`src/core/irq_rst_consts.svh`:
```
`ifndef IRQ_RST_CONSTS_SVH
`define IRQ_RST_CONSTS_SVH
// Register offsets
`define OFS_SOFT_RESET 5'h01
`define OFS_GLOBAL_CFG 5'h02
`define OFS_MASK_LOW 5'h14
`define OFS_MASK_HIGH 5'h15
`define OFS_EDGE_SEL 5'h16
`define OFS_LIVE_LOW 5'h17
`define OFS_LIVE_HIGH 5'h18
`define OFS_FLAG_LOW 5'h19
`define OFS_FLAG_HIGH 5'h1a
// Field positions in global_config
`define GCF_PIN_LSB 0
`define GCF_T1E1_BIT 2
// Reset values
`define RST_GLOBAL_CFG 8'h00
`define RST_MASK 8'hff
`define RST_EDGE_SEL 8'h00
`define RST_FLAG 8'h00
// Timing
`define CLK_PERIOD_NS 20
`define SOFT_RESET_NS 1000
`define SOFT_RESET_CYC ((`SOFT_RESET_NS) / (`CLK_PERIOD_NS))
`endif

```
`src/core/irq_rst_pkg.sv`:
```
package irq_rst_pkg;
  // Host register access, one word per cycle
  typedef struct packed {
    logic wr;
    logic rd;
    logic [4:0] addr;
    logic [7:0] wdata;
  } reg_req_t;
  // Interrupt pin driving style
  typedef enum logic [1:0] {
    PIN_OD_LOW = 2'b00,
    PIN_PP_LOW = 2'b01,
    PIN_PP_HIGH = 2'b10,
    PIN_OD_LOW2 = 2'b11
  } pin_style_t;
endpackage : irq_rst_pkg

```
`src/core/soft_reset_timer.sv`:
```
`include "irq_rst_consts.svh"
// Stretches a soft reset trigger into a reset pulse of fixed length
module soft_reset_timer #(
  parameter int CYCLES = `SOFT_RESET_CYC
) (
  input wire logic mclk,
  input wire logic rst,
  input wire logic trigger,
  output logic busy
);
  logic [7:0] cnt_r;
  logic [7:0] cnt_nxt;

  // Count down while busy
  always_comb begin
    cnt_nxt = cnt_r;
    if (trigger) begin
      cnt_nxt = 8'(CYCLES - 1);
    end else if (cnt_r != 8'h00) begin
      cnt_nxt = cnt_r - 8'h01;
    end
  end

  always_ff @(posedge mclk) begin
    if (rst) begin
      cnt_r <= 8'h00;
    end else begin
      cnt_r <= cnt_nxt;
    end
  end

  // Busy comes from the counter alone so the trigger gate upstream forms no loop
  assign busy = (cnt_r != 8'h00);
endmodule : soft_reset_timer

```
`src/core/line_irq_reset.sv`:
```
`include "irq_rst_consts.svh"
// Function
// - Pin styles 00 and 11 give open-drain active-low interrupt output.
// - Style 01 drives the interrupt pin push-pull active low.
// - Style 10 drives the interrupt pin push-pull active high.
// - One pin shows active level whenever any enabled interrupt is pending.
// - Every event latches into its own bit of two flag registers.
// - Each source has its own enable bit in two mask registers.
// - Edge select bit chooses which live-status changes set the flag.
// - Reading either flag register returns the pin inactive.
// - Eight sources have live, flag, edge select and mask bits.
// - Eight sources have only flag and mask bits.
// - Any write to soft reset register resets chip within one microsecond.
// - After reset line driver outputs go high impedance.
// - After reset all flags clear and registers take defaults.
// - Mask zero lets a source interrupt, mask one blocks it.
// - Reading a flag register clears its latched bits.
module line_irq_reset (
  input wire logic mclk,
  input wire logic rst,
  input wire logic hw_reset_n,
  input irq_rst_pkg::reg_req_t req,
  output logic [7:0] rdata,
  output logic rvalid,
  input wire logic [7:0] live_low,
  input wire logic [7:0] live_high,
  input wire logic [7:0] event_high,
  output logic irq_o,
  output logic irq_oe,
  output logic line_drive_en,
  output logic chip_reset
);
  import irq_rst_pkg::*;

  logic soft_trig;
  logic soft_busy;
  logic any_reset;
  logic hw_reset_n_r;
  logic [7:0] gcf_r;
  logic [7:0] gcf_nxt;
  logic [7:0] mask_lo_r;
  logic [7:0] mask_lo_nxt;
  logic [7:0] mask_hi_r;
  logic [7:0] mask_hi_nxt;
  logic [7:0] edge_r;
  logic [7:0] edge_nxt;
  logic [7:0] flag_lo_r;
  logic [7:0] flag_lo_nxt;
  logic [7:0] flag_hi_r;
  logic [7:0] flag_hi_nxt;
  logic [7:0] live_prev_r;
  logic [7:0] live_prev_nxt;
  logic [7:0] rdata_nxt;
  logic rvalid_nxt;
  logic irq_o_nxt;
  logic irq_oe_nxt;
  logic pending;
  logic [7:0] live_edge;
  pin_style_t style;

  // Picks flag-setting changes per edge select bit
  function automatic logic [7:0] edge_hits(input logic [7:0] cur, input logic [7:0] prev,
                                           input logic [7:0] sel);
    edge_hits = (cur & ~prev) | (sel & (cur ^ prev));
  endfunction : edge_hits

  // Software reset stretcher
  assign soft_trig = req.wr && (req.addr == `OFS_SOFT_RESET) && !soft_busy;
  soft_reset_timer #(.CYCLES(`SOFT_RESET_CYC)) u_soft (
    .mclk(mclk),
    .rst(rst),
    .trigger(soft_trig),
    .busy(soft_busy)
  );

  // Hardware reset pin sampled, either source resets the chip
  always_ff @(posedge mclk) begin
    if (rst) begin
      hw_reset_n_r <= 1'b1; // Idle level of the pin, so no extra reset cycle
    end else begin
      hw_reset_n_r <= hw_reset_n;
    end
  end
  assign any_reset = rst || !hw_reset_n_r || soft_busy;

  // Register writes
  always_comb begin
    gcf_nxt = gcf_r;
    mask_lo_nxt = mask_lo_r;
    mask_hi_nxt = mask_hi_r;
    edge_nxt = edge_r;
    if (req.wr) begin
      unique case (req.addr)
        `OFS_GLOBAL_CFG: gcf_nxt = {5'h00, req.wdata[2:0]};
        `OFS_MASK_LOW: mask_lo_nxt = req.wdata;
        `OFS_MASK_HIGH: mask_hi_nxt = req.wdata;
        `OFS_EDGE_SEL: edge_nxt = req.wdata;
        default: ;
      endcase
    end
  end

  always_ff @(posedge mclk) begin
    if (any_reset) begin
      gcf_r <= `RST_GLOBAL_CFG;
      mask_lo_r <= `RST_MASK;
      mask_hi_r <= `RST_MASK;
      edge_r <= `RST_EDGE_SEL;
    end else begin
      gcf_r <= gcf_nxt;
      mask_lo_r <= mask_lo_nxt;
      mask_hi_r <= mask_hi_nxt;
      edge_r <= edge_nxt;
    end
  end

  // Flag latching with read clear; a new event wins over the clear
  assign live_edge = edge_hits(live_low, live_prev_r, edge_r);
  always_comb begin
    live_prev_nxt = live_low;
    flag_lo_nxt = flag_lo_r;
    flag_hi_nxt = flag_hi_r;
    if (req.rd && req.addr == `OFS_FLAG_LOW) begin
      flag_lo_nxt = 8'h00;
    end
    if (req.rd && req.addr == `OFS_FLAG_HIGH) begin
      flag_hi_nxt = 8'h00;
    end
    flag_lo_nxt = flag_lo_nxt | live_edge;
    flag_hi_nxt = flag_hi_nxt | event_high;
  end

  always_ff @(posedge mclk) begin
    if (any_reset) begin
      flag_lo_r <= `RST_FLAG;
      flag_hi_r <= `RST_FLAG;
      live_prev_r <= 8'h00;
    end else begin
      flag_lo_r <= flag_lo_nxt;
      flag_hi_r <= flag_hi_nxt;
      live_prev_r <= live_prev_nxt;
    end
  end

  // Read data path
  always_comb begin
    rdata_nxt = 8'h00;
    rvalid_nxt = req.rd;
    if (req.rd) begin
      unique case (req.addr)
        `OFS_GLOBAL_CFG: rdata_nxt = gcf_r;
        `OFS_MASK_LOW: rdata_nxt = mask_lo_r;
        `OFS_MASK_HIGH: rdata_nxt = mask_hi_r;
        `OFS_EDGE_SEL: rdata_nxt = edge_r;
        `OFS_LIVE_LOW: rdata_nxt = live_low;
        `OFS_LIVE_HIGH: rdata_nxt = live_high;
        `OFS_FLAG_LOW: rdata_nxt = flag_lo_r;
        `OFS_FLAG_HIGH: rdata_nxt = flag_hi_r;
        default: rdata_nxt = 8'h00;
      endcase
    end
  end

  // Interrupt pin: masked flags combined; a flag read forces inactive
  assign style = pin_style_t'(gcf_r[`GCF_PIN_LSB +: 2]);
  assign pending = (|(flag_lo_r & ~mask_lo_r) || |(flag_hi_r & ~mask_hi_r))
                   && !(req.rd && (req.addr == `OFS_FLAG_LOW || req.addr == `OFS_FLAG_HIGH));
  always_comb begin
    irq_o_nxt = 1'b1;
    irq_oe_nxt = 1'b0;
    unique case (style)
      PIN_PP_LOW: begin
        irq_o_nxt = !pending;
        irq_oe_nxt = 1'b1;
      end
      PIN_PP_HIGH: begin
        irq_o_nxt = pending;
        irq_oe_nxt = 1'b1;
      end
      default: begin
        irq_o_nxt = 1'b0;
        irq_oe_nxt = pending;
      end
    endcase
  end

  always_ff @(posedge mclk) begin
    if (any_reset) begin
      rdata <= 8'h00;
      rvalid <= 1'b0;
      irq_o <= 1'b0;
      irq_oe <= 1'b0;
      line_drive_en <= 1'b0;
      chip_reset <= 1'b1;
    end else begin
      rdata <= rdata_nxt;
      rvalid <= rvalid_nxt;
      irq_o <= irq_o_nxt;
      irq_oe <= irq_oe_nxt;
      line_drive_en <= 1'b1;
      chip_reset <= 1'b0;
    end
  end

  // Checks
  mask_blocks_a: assert property (@(posedge mclk) disable iff (any_reset)
    (mask_lo_r == 8'hff && mask_hi_r == 8'hff && $stable(mask_lo_r) && $stable(mask_hi_r)
     && style == PIN_PP_HIGH && $stable(style)) |=> !irq_o)
    else $error("masked flags raised interrupt");
  rise_sets_a: assert property (@(posedge mclk) disable iff (any_reset)
    (live_low[0] && !live_prev_r[0]) |=> flag_lo_r[0])
    else $error("rising live bit did not set flag");
  fall_needs_sel_a: assert property (@(posedge mclk) disable iff (any_reset)
    (!live_low[1] && live_prev_r[1] && !edge_r[1] && !flag_lo_r[1]) |=> !flag_lo_r[1])
    else $error("falling edge set flag without select");
  read_clears_a: assert property (@(posedge mclk) disable iff (any_reset)
    (req.rd && req.addr == `OFS_FLAG_HIGH && event_high == 8'h00) |=> flag_hi_r == 8'h00)
    else $error("flag read did not clear");
  read_quiets_a: assert property (@(posedge mclk) disable iff (any_reset)
    (req.rd && req.addr == `OFS_FLAG_LOW && style == PIN_PP_HIGH) |=> !irq_o)
    else $error("pin active after flag read");
  od_style_a: assert property (@(posedge mclk) disable iff (any_reset)
    (!gcf_r[0] && !gcf_r[1] && $stable(gcf_r)) |=> (irq_o == 1'b0))
    else $error("open drain pin drove high");
  pp_low_a: assert property (@(posedge mclk) disable iff (any_reset)
    (style == PIN_PP_LOW && $stable(gcf_r)) |=> (irq_oe && irq_o == !$past(pending)))
    else $error("push-pull low wrong");
  soft_reset_a: assert property (@(posedge mclk) disable iff (rst)
    soft_trig |-> ##[1:2] chip_reset)
    else $error("soft reset did not reach chip");
  drivers_off_a: assert property (@(posedge mclk)
    any_reset |=> !line_drive_en)
    else $error("line drivers on after reset");

  // Push-pull high follows the pending state one cycle later
  pp_high_a: assert property (@(posedge mclk) disable iff (any_reset)
    (style == PIN_PP_HIGH && $stable(gcf_r)) |=> (irq_oe && irq_o == $past(pending)))
    else $error("push-pull high wrong");

  // Open drain only enables the driver while pending
  od_enable_a: assert property (@(posedge mclk) disable iff (any_reset)
    (!gcf_r[0] && !gcf_r[1] && $stable(gcf_r)) |=> (irq_oe == $past(pending)))
    else $error("open drain enable wrong");

  // Any unmasked high-byte flag shows on the pin
  any_pending_a: assert property (@(posedge mclk) disable iff (any_reset)
    (style == PIN_PP_HIGH && $stable(gcf_r) && (|(flag_hi_r & ~mask_hi_r)) && !req.rd)
    |=> irq_o)
    else $error("pending flag not on pin");

  // Flags hold until read
  flag_hold_a: assert property (@(posedge mclk) disable iff (any_reset)
    !(req.rd && req.addr == `OFS_FLAG_HIGH) |=> ((flag_hi_r & $past(flag_hi_r))
    == $past(flag_hi_r)))
    else $error("flag lost without read");

  // Event pulses latch into the high flag byte
  event_sets_a: assert property (@(posedge mclk) disable iff (any_reset)
    (event_high != 8'h00) |=> ((flag_hi_r & $past(event_high)) == $past(event_high)))
    else $error("event pulse not latched");

  // A new edge in the read cycle survives the clear
  set_wins_a: assert property (@(posedge mclk) disable iff (any_reset)
    (req.rd && req.addr == `OFS_FLAG_LOW && live_edge != 8'h00)
    |=> ((flag_lo_r & $past(live_edge)) == $past(live_edge)))
    else $error("read clear beat new event");

  // Edge select one sets the flag on a falling change too
  either_edge_a: assert property (@(posedge mclk) disable iff (any_reset)
    (live_low[2] != live_prev_r[2] && edge_r[2]) |=> flag_lo_r[2])
    else $error("either edge did not set flag");

  // Mask writes land at the next edge
  mask_write_a: assert property (@(posedge mclk) disable iff (any_reset)
    (req.wr && req.addr == `OFS_MASK_LOW) |=> (mask_lo_r == $past(req.wdata)))
    else $error("mask write lost");

  // Every reset loads defaults and flags the chip reset
  reset_defaults_a: assert property (@(posedge mclk)
    any_reset |=> (mask_lo_r == `RST_MASK && mask_hi_r == `RST_MASK
    && edge_r == `RST_EDGE_SEL && gcf_r == `RST_GLOBAL_CFG
    && flag_lo_r == `RST_FLAG && flag_hi_r == `RST_FLAG && chip_reset))
    else $error("reset left state behind");

  // Pin reset reaches the chip through the sampling flop
  hw_pin_a: assert property (@(posedge mclk)
    !hw_reset_n |-> ##2 chip_reset)
    else $error("reset pin ignored");

  // Soft reset lasts well past its trigger
  soft_len_a: assert property (@(posedge mclk) disable iff (rst)
    soft_trig |=> soft_busy [*8])
    else $error("soft reset too short");

  // A read answers one cycle later
  read_answer_a: assert property (@(posedge mclk) disable iff (any_reset)
    req.rd |=> rvalid)
    else $error("read not answered");
endmodule : line_irq_reset

```
`config.mk`:
```
export PLATFORM = sky130hd
export DESIGN_NAME = line_irq_reset
export DESIGN_NICKNAME = d
export VERILOG_FILES = /design/src/core/irq_rst_pkg.sv /design/src/core/soft_reset_timer.sv /design/src/core/line_irq_reset.sv
export VERILOG_INCLUDE_DIRS = /design/src /design/src/core
export SDC_FILE = /design/constraint.sdc
export NUM_CORES = 1
export LEC_CHECK = 0
export BUFFER_PORTS_ARGS = -buffer_cell sky130_fd_sc_hd__clkbuf_2
export CAP_MARGIN = 20
export CORE_ASPECT_RATIO = 1.1
export CORE_MARGIN = 8
export CORE_UTILIZATION = 55
export CTS_CLUSTER_SIZE = 25
export DETAILED_ROUTE_END_ITERATION = 8
export HOLD_SLACK_MARGIN = 0.05
export PLACE_DENSITY = 0.78
export SYNTH_ARGS = -nofsm -noshare
export SYNTH_HDL_FRONTEND = slang
export SYNTH_HIERARCHICAL = 1
export SYNTH_SLANG_ARGS = --single-unit
```
`constraint.sdc`:
```
create_clock -name mclk -period 2.83 [get_ports mclk]
set_input_delay 0.566 -clock mclk [delete_from_list [all_inputs] [get_ports mclk]]
set_output_delay 0.566 -clock mclk [all_outputs]
set_load 0.05 [all_outputs]
```
[Word-level counts from Yosys, hierarchy flattened]
Index checks and enable logic that the tools add are counted.
Operators by class
  $add $sub $neg: 1
  eq/ne operators: 11
  mux-type cells: 9
  bitwise operators: 12
  reductions and logical operators: 25
Operators with widths (count)
  $pmux W8 S8: 1
  $eq A5 B5 Y1 const B: 7
  $and A8 B8 Y8: 4
  $not A8 Y8: 3
  $or A8 B8 Y8: 3
  $mux W8: 2
  $reduce_or A8 Y1: 2
  $mux W6: 2
  $reduce_and A2 Y1: 4
  $reduce_bool A8 Y1: 1
  $sub A8 B1 Y8 const B: 1
  $xor A8 B8 Y8: 1
  $logic_and A1 B1 Y1: 6
  $reduce_or A2 Y1: 3
  $eq A5 B1 Y1 const B: 1
  $eq A5 B2 Y1 const B: 1
  $logic_not A1 Y1: 4
  $logic_or A1 B1 Y1: 4
  $mux W1: 3
  $eq A2 B1 Y1 const B: 1
  $eq A2 B2 Y1 const B: 1
  $pmux W1 S2: 1
  $reduce_bool A2 Y1: 1
  $not A1 Y1: 1
Word-level totals
  register bits after elaboration: 73
  input port bits: 42
  output and inout bits: 13
  logic and storage cells: 74

[Depth between registers and ports, before layout]
  depth after elaboration: 7
  gate-level depth with buffers: 11

[Modules after synthesis]
The synthesis kept the hierarchy.
Modules (own cells, without submodules)
  line_irq_reset: times used 1, cells each 317, area an instance 2800.2 um^2, seq. area each 1301.2 um^2
  soft_reset_timer: times used 1, cells each 46, area an instance 399.1 um^2, seq. area each 160.2 um^2

[Least setup slack after synthesis]
No wires, ideal clock.
  path kind: reg2reg
  from: register u_soft.cnt_r[0]
  to: register u_soft.cnt_r[5]
  library setup time: 78 ps
  arrival time: 2440 ps
  data required time: 2752 ps
  slack: 312 ps
  cell stages (with the launch flop): 11
  path buffers: 1
  cell sequence: dfxtp_1 inv_1 ha_1 or3b_2 clkbuf_1 nor2_1 inv_1 or4_1 nor3_1 and4b_1 nor3_1
On the way
  cells in the longest elaborated chain, start to end: 4
RTL lines
  from (decl): RTL line soft_reset_timer.sv:11  | logic [7:0] cnt_r;
  from (signal assigned): RTL line soft_reset_timer.sv:28  | cnt_r <= cnt_nxt;
  $reduce_bool A8 Y1 *: RTL line soft_reset_timer.sv:33  | assign busy = (cnt_r != 8'h00);
  named net soft_busy: RTL line line_irq_reset.sv:36  | logic soft_busy;
  $logic_not A1 Y1 *: RTL line line_irq_reset.sv:68  | assign soft_trig = req.wr && (req.addr == `OFS_SOFT_RESET) && !soft_busy;
  $logic_and A1 B1 Y1 *: RTL line line_irq_reset.sv:68
  named net soft_trig: RTL line line_irq_reset.sv:35  | logic soft_trig;
  $mux W6 / $reduce_bool A2 Y1 (equally long branches)
Mark *: on every way through the listed nets, which the timed path passes. The rest lies on a longest branch. The select of a mux whose other input is x is not followed.
A chain may end at the register's enable or synchronous reset.

[Worst setup path after layout]
Ends and elaborated chain as after synthesis.

==> impl_metrics.csv <==
group,metric,value,unit
die,ios,55,
routing,vias,3001,
hold_path,hp-start,"hw_reset_n",
logic_synthesis,seq_area_frac_synth,45.68,%
timing,slew_headroom,50.08,%
timing,final.period_utilization,89.96,%
global_routing,antenna_found_initial,0,
die,die_h,95.99,um
layout,final_cells,504,
global_routing,grt_max_degree,30,
power,p_leak,1.560,nW
logic_synthesis,synth_ff_type,"dfxtp_1",
logic_synthesis,synth_edf_count,0,
timing,hold_viol_final,0,
critical_path,reg2reg_depth,10,
cts,cts_resized,0,
layout,syn_to_final_growth,18.50,%
critical_path,arrival,2.82,ns
routing,first_iter_violations,316,
hold_path,min_path_type,"input port to flip-flop",
critical_path,crit_fanout,6,
timing,finalCriticalPeriod,2.546,ns
critical_path,r2r_start,"u_soft/cnt_r[0]",
routing,totalWireLength,8.873,mm
die,die_w,88.72,um
timing,worst_pin_slew,0.7447,ns
placement,hpwlAfterDp,6.424,mm
logic_synthesis,synth_nets,417,
cts,cts_made_buffers,9,
logic_synthesis,ys_seq_elements,73,
run_status,status,"finished, final reports clean",
power,power_density,757.3,nW/um2
routing,detail-route-antenna-nets,0,
die,die_area,8516,um2
timing,rsz0062_at_grt,"false",
placement,place.gp.congestion,0.9362,
cts,cts_sinks,73,
critical_path,regToRegSetupSlack,0.28,ns
layout,multi_input_area,1582,um2
die,design.core.area,5697,um2
hold_path,holdPathStages,2,
global_routing,grt_pass1_wl,14.21,mm
logic_synthesis,yosys_warnings,6,
timing,fin_ws,0.2842,ns
layout,layout.nets,476,
hold_path,holdPathEnd,"hw_reset_n_r",
layout,final_core_util,66.55,%
critical_path,end_kind,"flip-flop",
logic_synthesis,synthTopCellsByArea,"dfxtp_1 46%, nand2_1 5.9%, ha_1 4.7%, a22oi_1 4.2%, a21oi_1 3.6%",
global_routing,groute.usage.overall,21.82,%
layout,layout.area.seq,1461,um2
power,peakVddDrop,0.4820,mV
critical_path,crit_type,"flip-flop to flip-flop",
layout,num_antenna_cells,0,
timing,finalMaxSlewViolations,0,
cts,htreeDepth,3,
timing,setup_viol,0,
logic_synthesis,postSynthAreaPerCell,8.814,um2
logic_synthesis,netlist_instances,363,
cts,clock_latency,0.35,ns
logic_synthesis,synth_top_area_share,45.68,%
routing,wire_per_inst,17.61,um
critical_path,critPathLaunchType,"flip-flop",
global_routing,grt_pass1_vias,2921,
placement,port_buffers,54,
routing,route.detailed.drc,0,
timing,fmax,0.3928,GHz
die,start_util,56.16,%
timing,skew,0.008149,ns
cts,root_buffer,"clkbuf_8",
job,maxCapViolations,0,
timing,fin_hold_ws,0.3968,ns
placement,dp_slack,0.2954,ns
timing,tns,0,ns
logic_synthesis,yosys.cell_types.count,48,
critical_path,rr_endpoint,"u_soft/cnt_r[5]",
routing,dr.pass1.iters,6,
logic_synthesis,syn_area,3199,um2
critical_path,required,3.10,ns
cts,clk_pin_slew,0.07,ns
global_routing,gr-total-overflow,0,
placement,dp.cells,488,
cts,cts_tree,"yes",
cts,clockBufferDepth,2,
logic_synthesis,synthArstFlopShare,0,%
layout,drive_gt1_share,21.78,%
layout,fillers,492,
cts,postCtsSetupBuffers,0,
routing,via_per_inst,5.954,
cts,hold_buffers,0,
die,num_rows,29,
logic_synthesis,synth.largest_area_cell,"dfxtp_1",
[worst max-delay path: stages, from the launching register on]
cell     delay [ns]
dfxtp_1        0.35
inv_1          0.11
ha_1           0.17
or3b_2         0.52
nor2_1         0.21
inv_1          0.11
or4_1          0.40
nor3_1         0.14
buf_4          0.16
and4b_1        0.19
nor3_1         0.11
[logic make-up after synthesis]
group           count (synthesis)  synth area share [%]
compound gates                 84                 18.93
xor+xnor                        2                0.5476
fa+ha+maj                      12                 4.693
buf+inv                        39                 4.888
flops                          73                 45.68
mux                             1                0.3129
simple gates                  152                 24.95
[where the power goes]
part | total [W] | switching, W | internal (W)
Combinational | 0.000639 | 0.000394 | 0.000245
Clock | 0.000981 | 0.000376 | 0.000605
Sequential | 0.00125 | 0.0000993 | 0.00115
[how the worst max path moves through the flow]
stage                            endpoint  slack [ns]  cells past startpoint             from
after global placement    u_soft/cnt_r[5]        0.37                     10  u_soft/cnt_r[0]
after global routing      u_soft/cnt_r[5]        0.03                     10  u_soft/cnt_r[0]
after CTS                 u_soft/cnt_r[5]        0.27                     10  u_soft/cnt_r[0]
after detailed placement  u_soft/cnt_r[5]        0.30                     10  u_soft/cnt_r[0]
final                     u_soft/cnt_r[5]        0.28                     10  u_soft/cnt_r[0]
after floorplan           u_soft/cnt_r[5]        0.31                     10  u_soft/cnt_r[0]
[layer usage]
metal  track usage, %  wire, um  part of all wire (%)
met1            26.08      3603                    41
met4            10.16       249                   2.8
met2            36.12      4222                    48
met3            5.038       798                   9.0
met5                0         0                     0
[layout by cell type, fill, tap and decap left out, types with 3 or more instances in the layout]
cell / synthesis / final
a2111oi_0: 4 / 4
a21oi_1: 23 / 23
a221oi_1: 8 / 8
a222oi_1: 5 / 5
a22oi_1: 18 / 18
a31oi_1: 8 / 8
and3_1: 10 / 10
buf_4: 0 / 4
bufinv_16: 0 / 3
clkbuf_2: 0 / 54
clkbuf_8: 0 / 10
clkinv_2: 0 / 3
dfxtp_1: 73 / 73
ha_1: 12 / 12
inv_1: 28 / 28
nand2_1: 50 / 50
nand3_1: 23 / 23
nor2_1: 22 / 22
nor2_2: 3 / 3
nor2b_1: 15 / 15
nor3_1: 7 / 7
o211ai_1: 5 / 5
o21ai_0: 3 / 3
or4_1: 3 / 3
[synthesized netlist by cell type (4+ instances only)]
cell type and n:
dfxtp_1 73, nand2_1 50, inv_1 28, a21oi_1 23, nand3_1 23, nor2_1 22
a22oi_1 18, nor2b_1 15, ha_1 12, and3_1 10, a221oi_1 8, a31oi_1 8
nor3_1 7, clkbuf_1 6, a222oi_1 5, o211ai_1 5, a2111oi_0 4
[registers in the layout, indices dropped and copies added, names as in the netlist]
name           flops
gcf_r              3
rdata              8
flag_hi_r          8
irq_oe             1
flag_lo_r          8
mask_hi_r          8
hw_reset_n_r       1
live_prev_r        8
rvalid             1
u_soft/cnt_r       8
irq_o              1
mask_lo_r          8
edge_r             8
chip_reset         1
line_drive_en      1
[final cells by class]
type                    instances  area share, %
clock inverters                 6          2.772
multi-input cells             251          41.72
flip-flops and latches         73          38.55
repair buffers                 58          7.921
inverters                      29          2.871
well taps                      77          2.541
clock buffers                  10          3.630
[per-stage QoR]
stage	total power [W]	instance area, um2
final	0.002871	3791
after detailed placement	0.001904	3548
after CTS	0.002882	3791
after global placement	0.001894	3548
after global routing	0.003017	3791
after floorplan	0.001719	3199
Power figures use the tool's default switching activity.
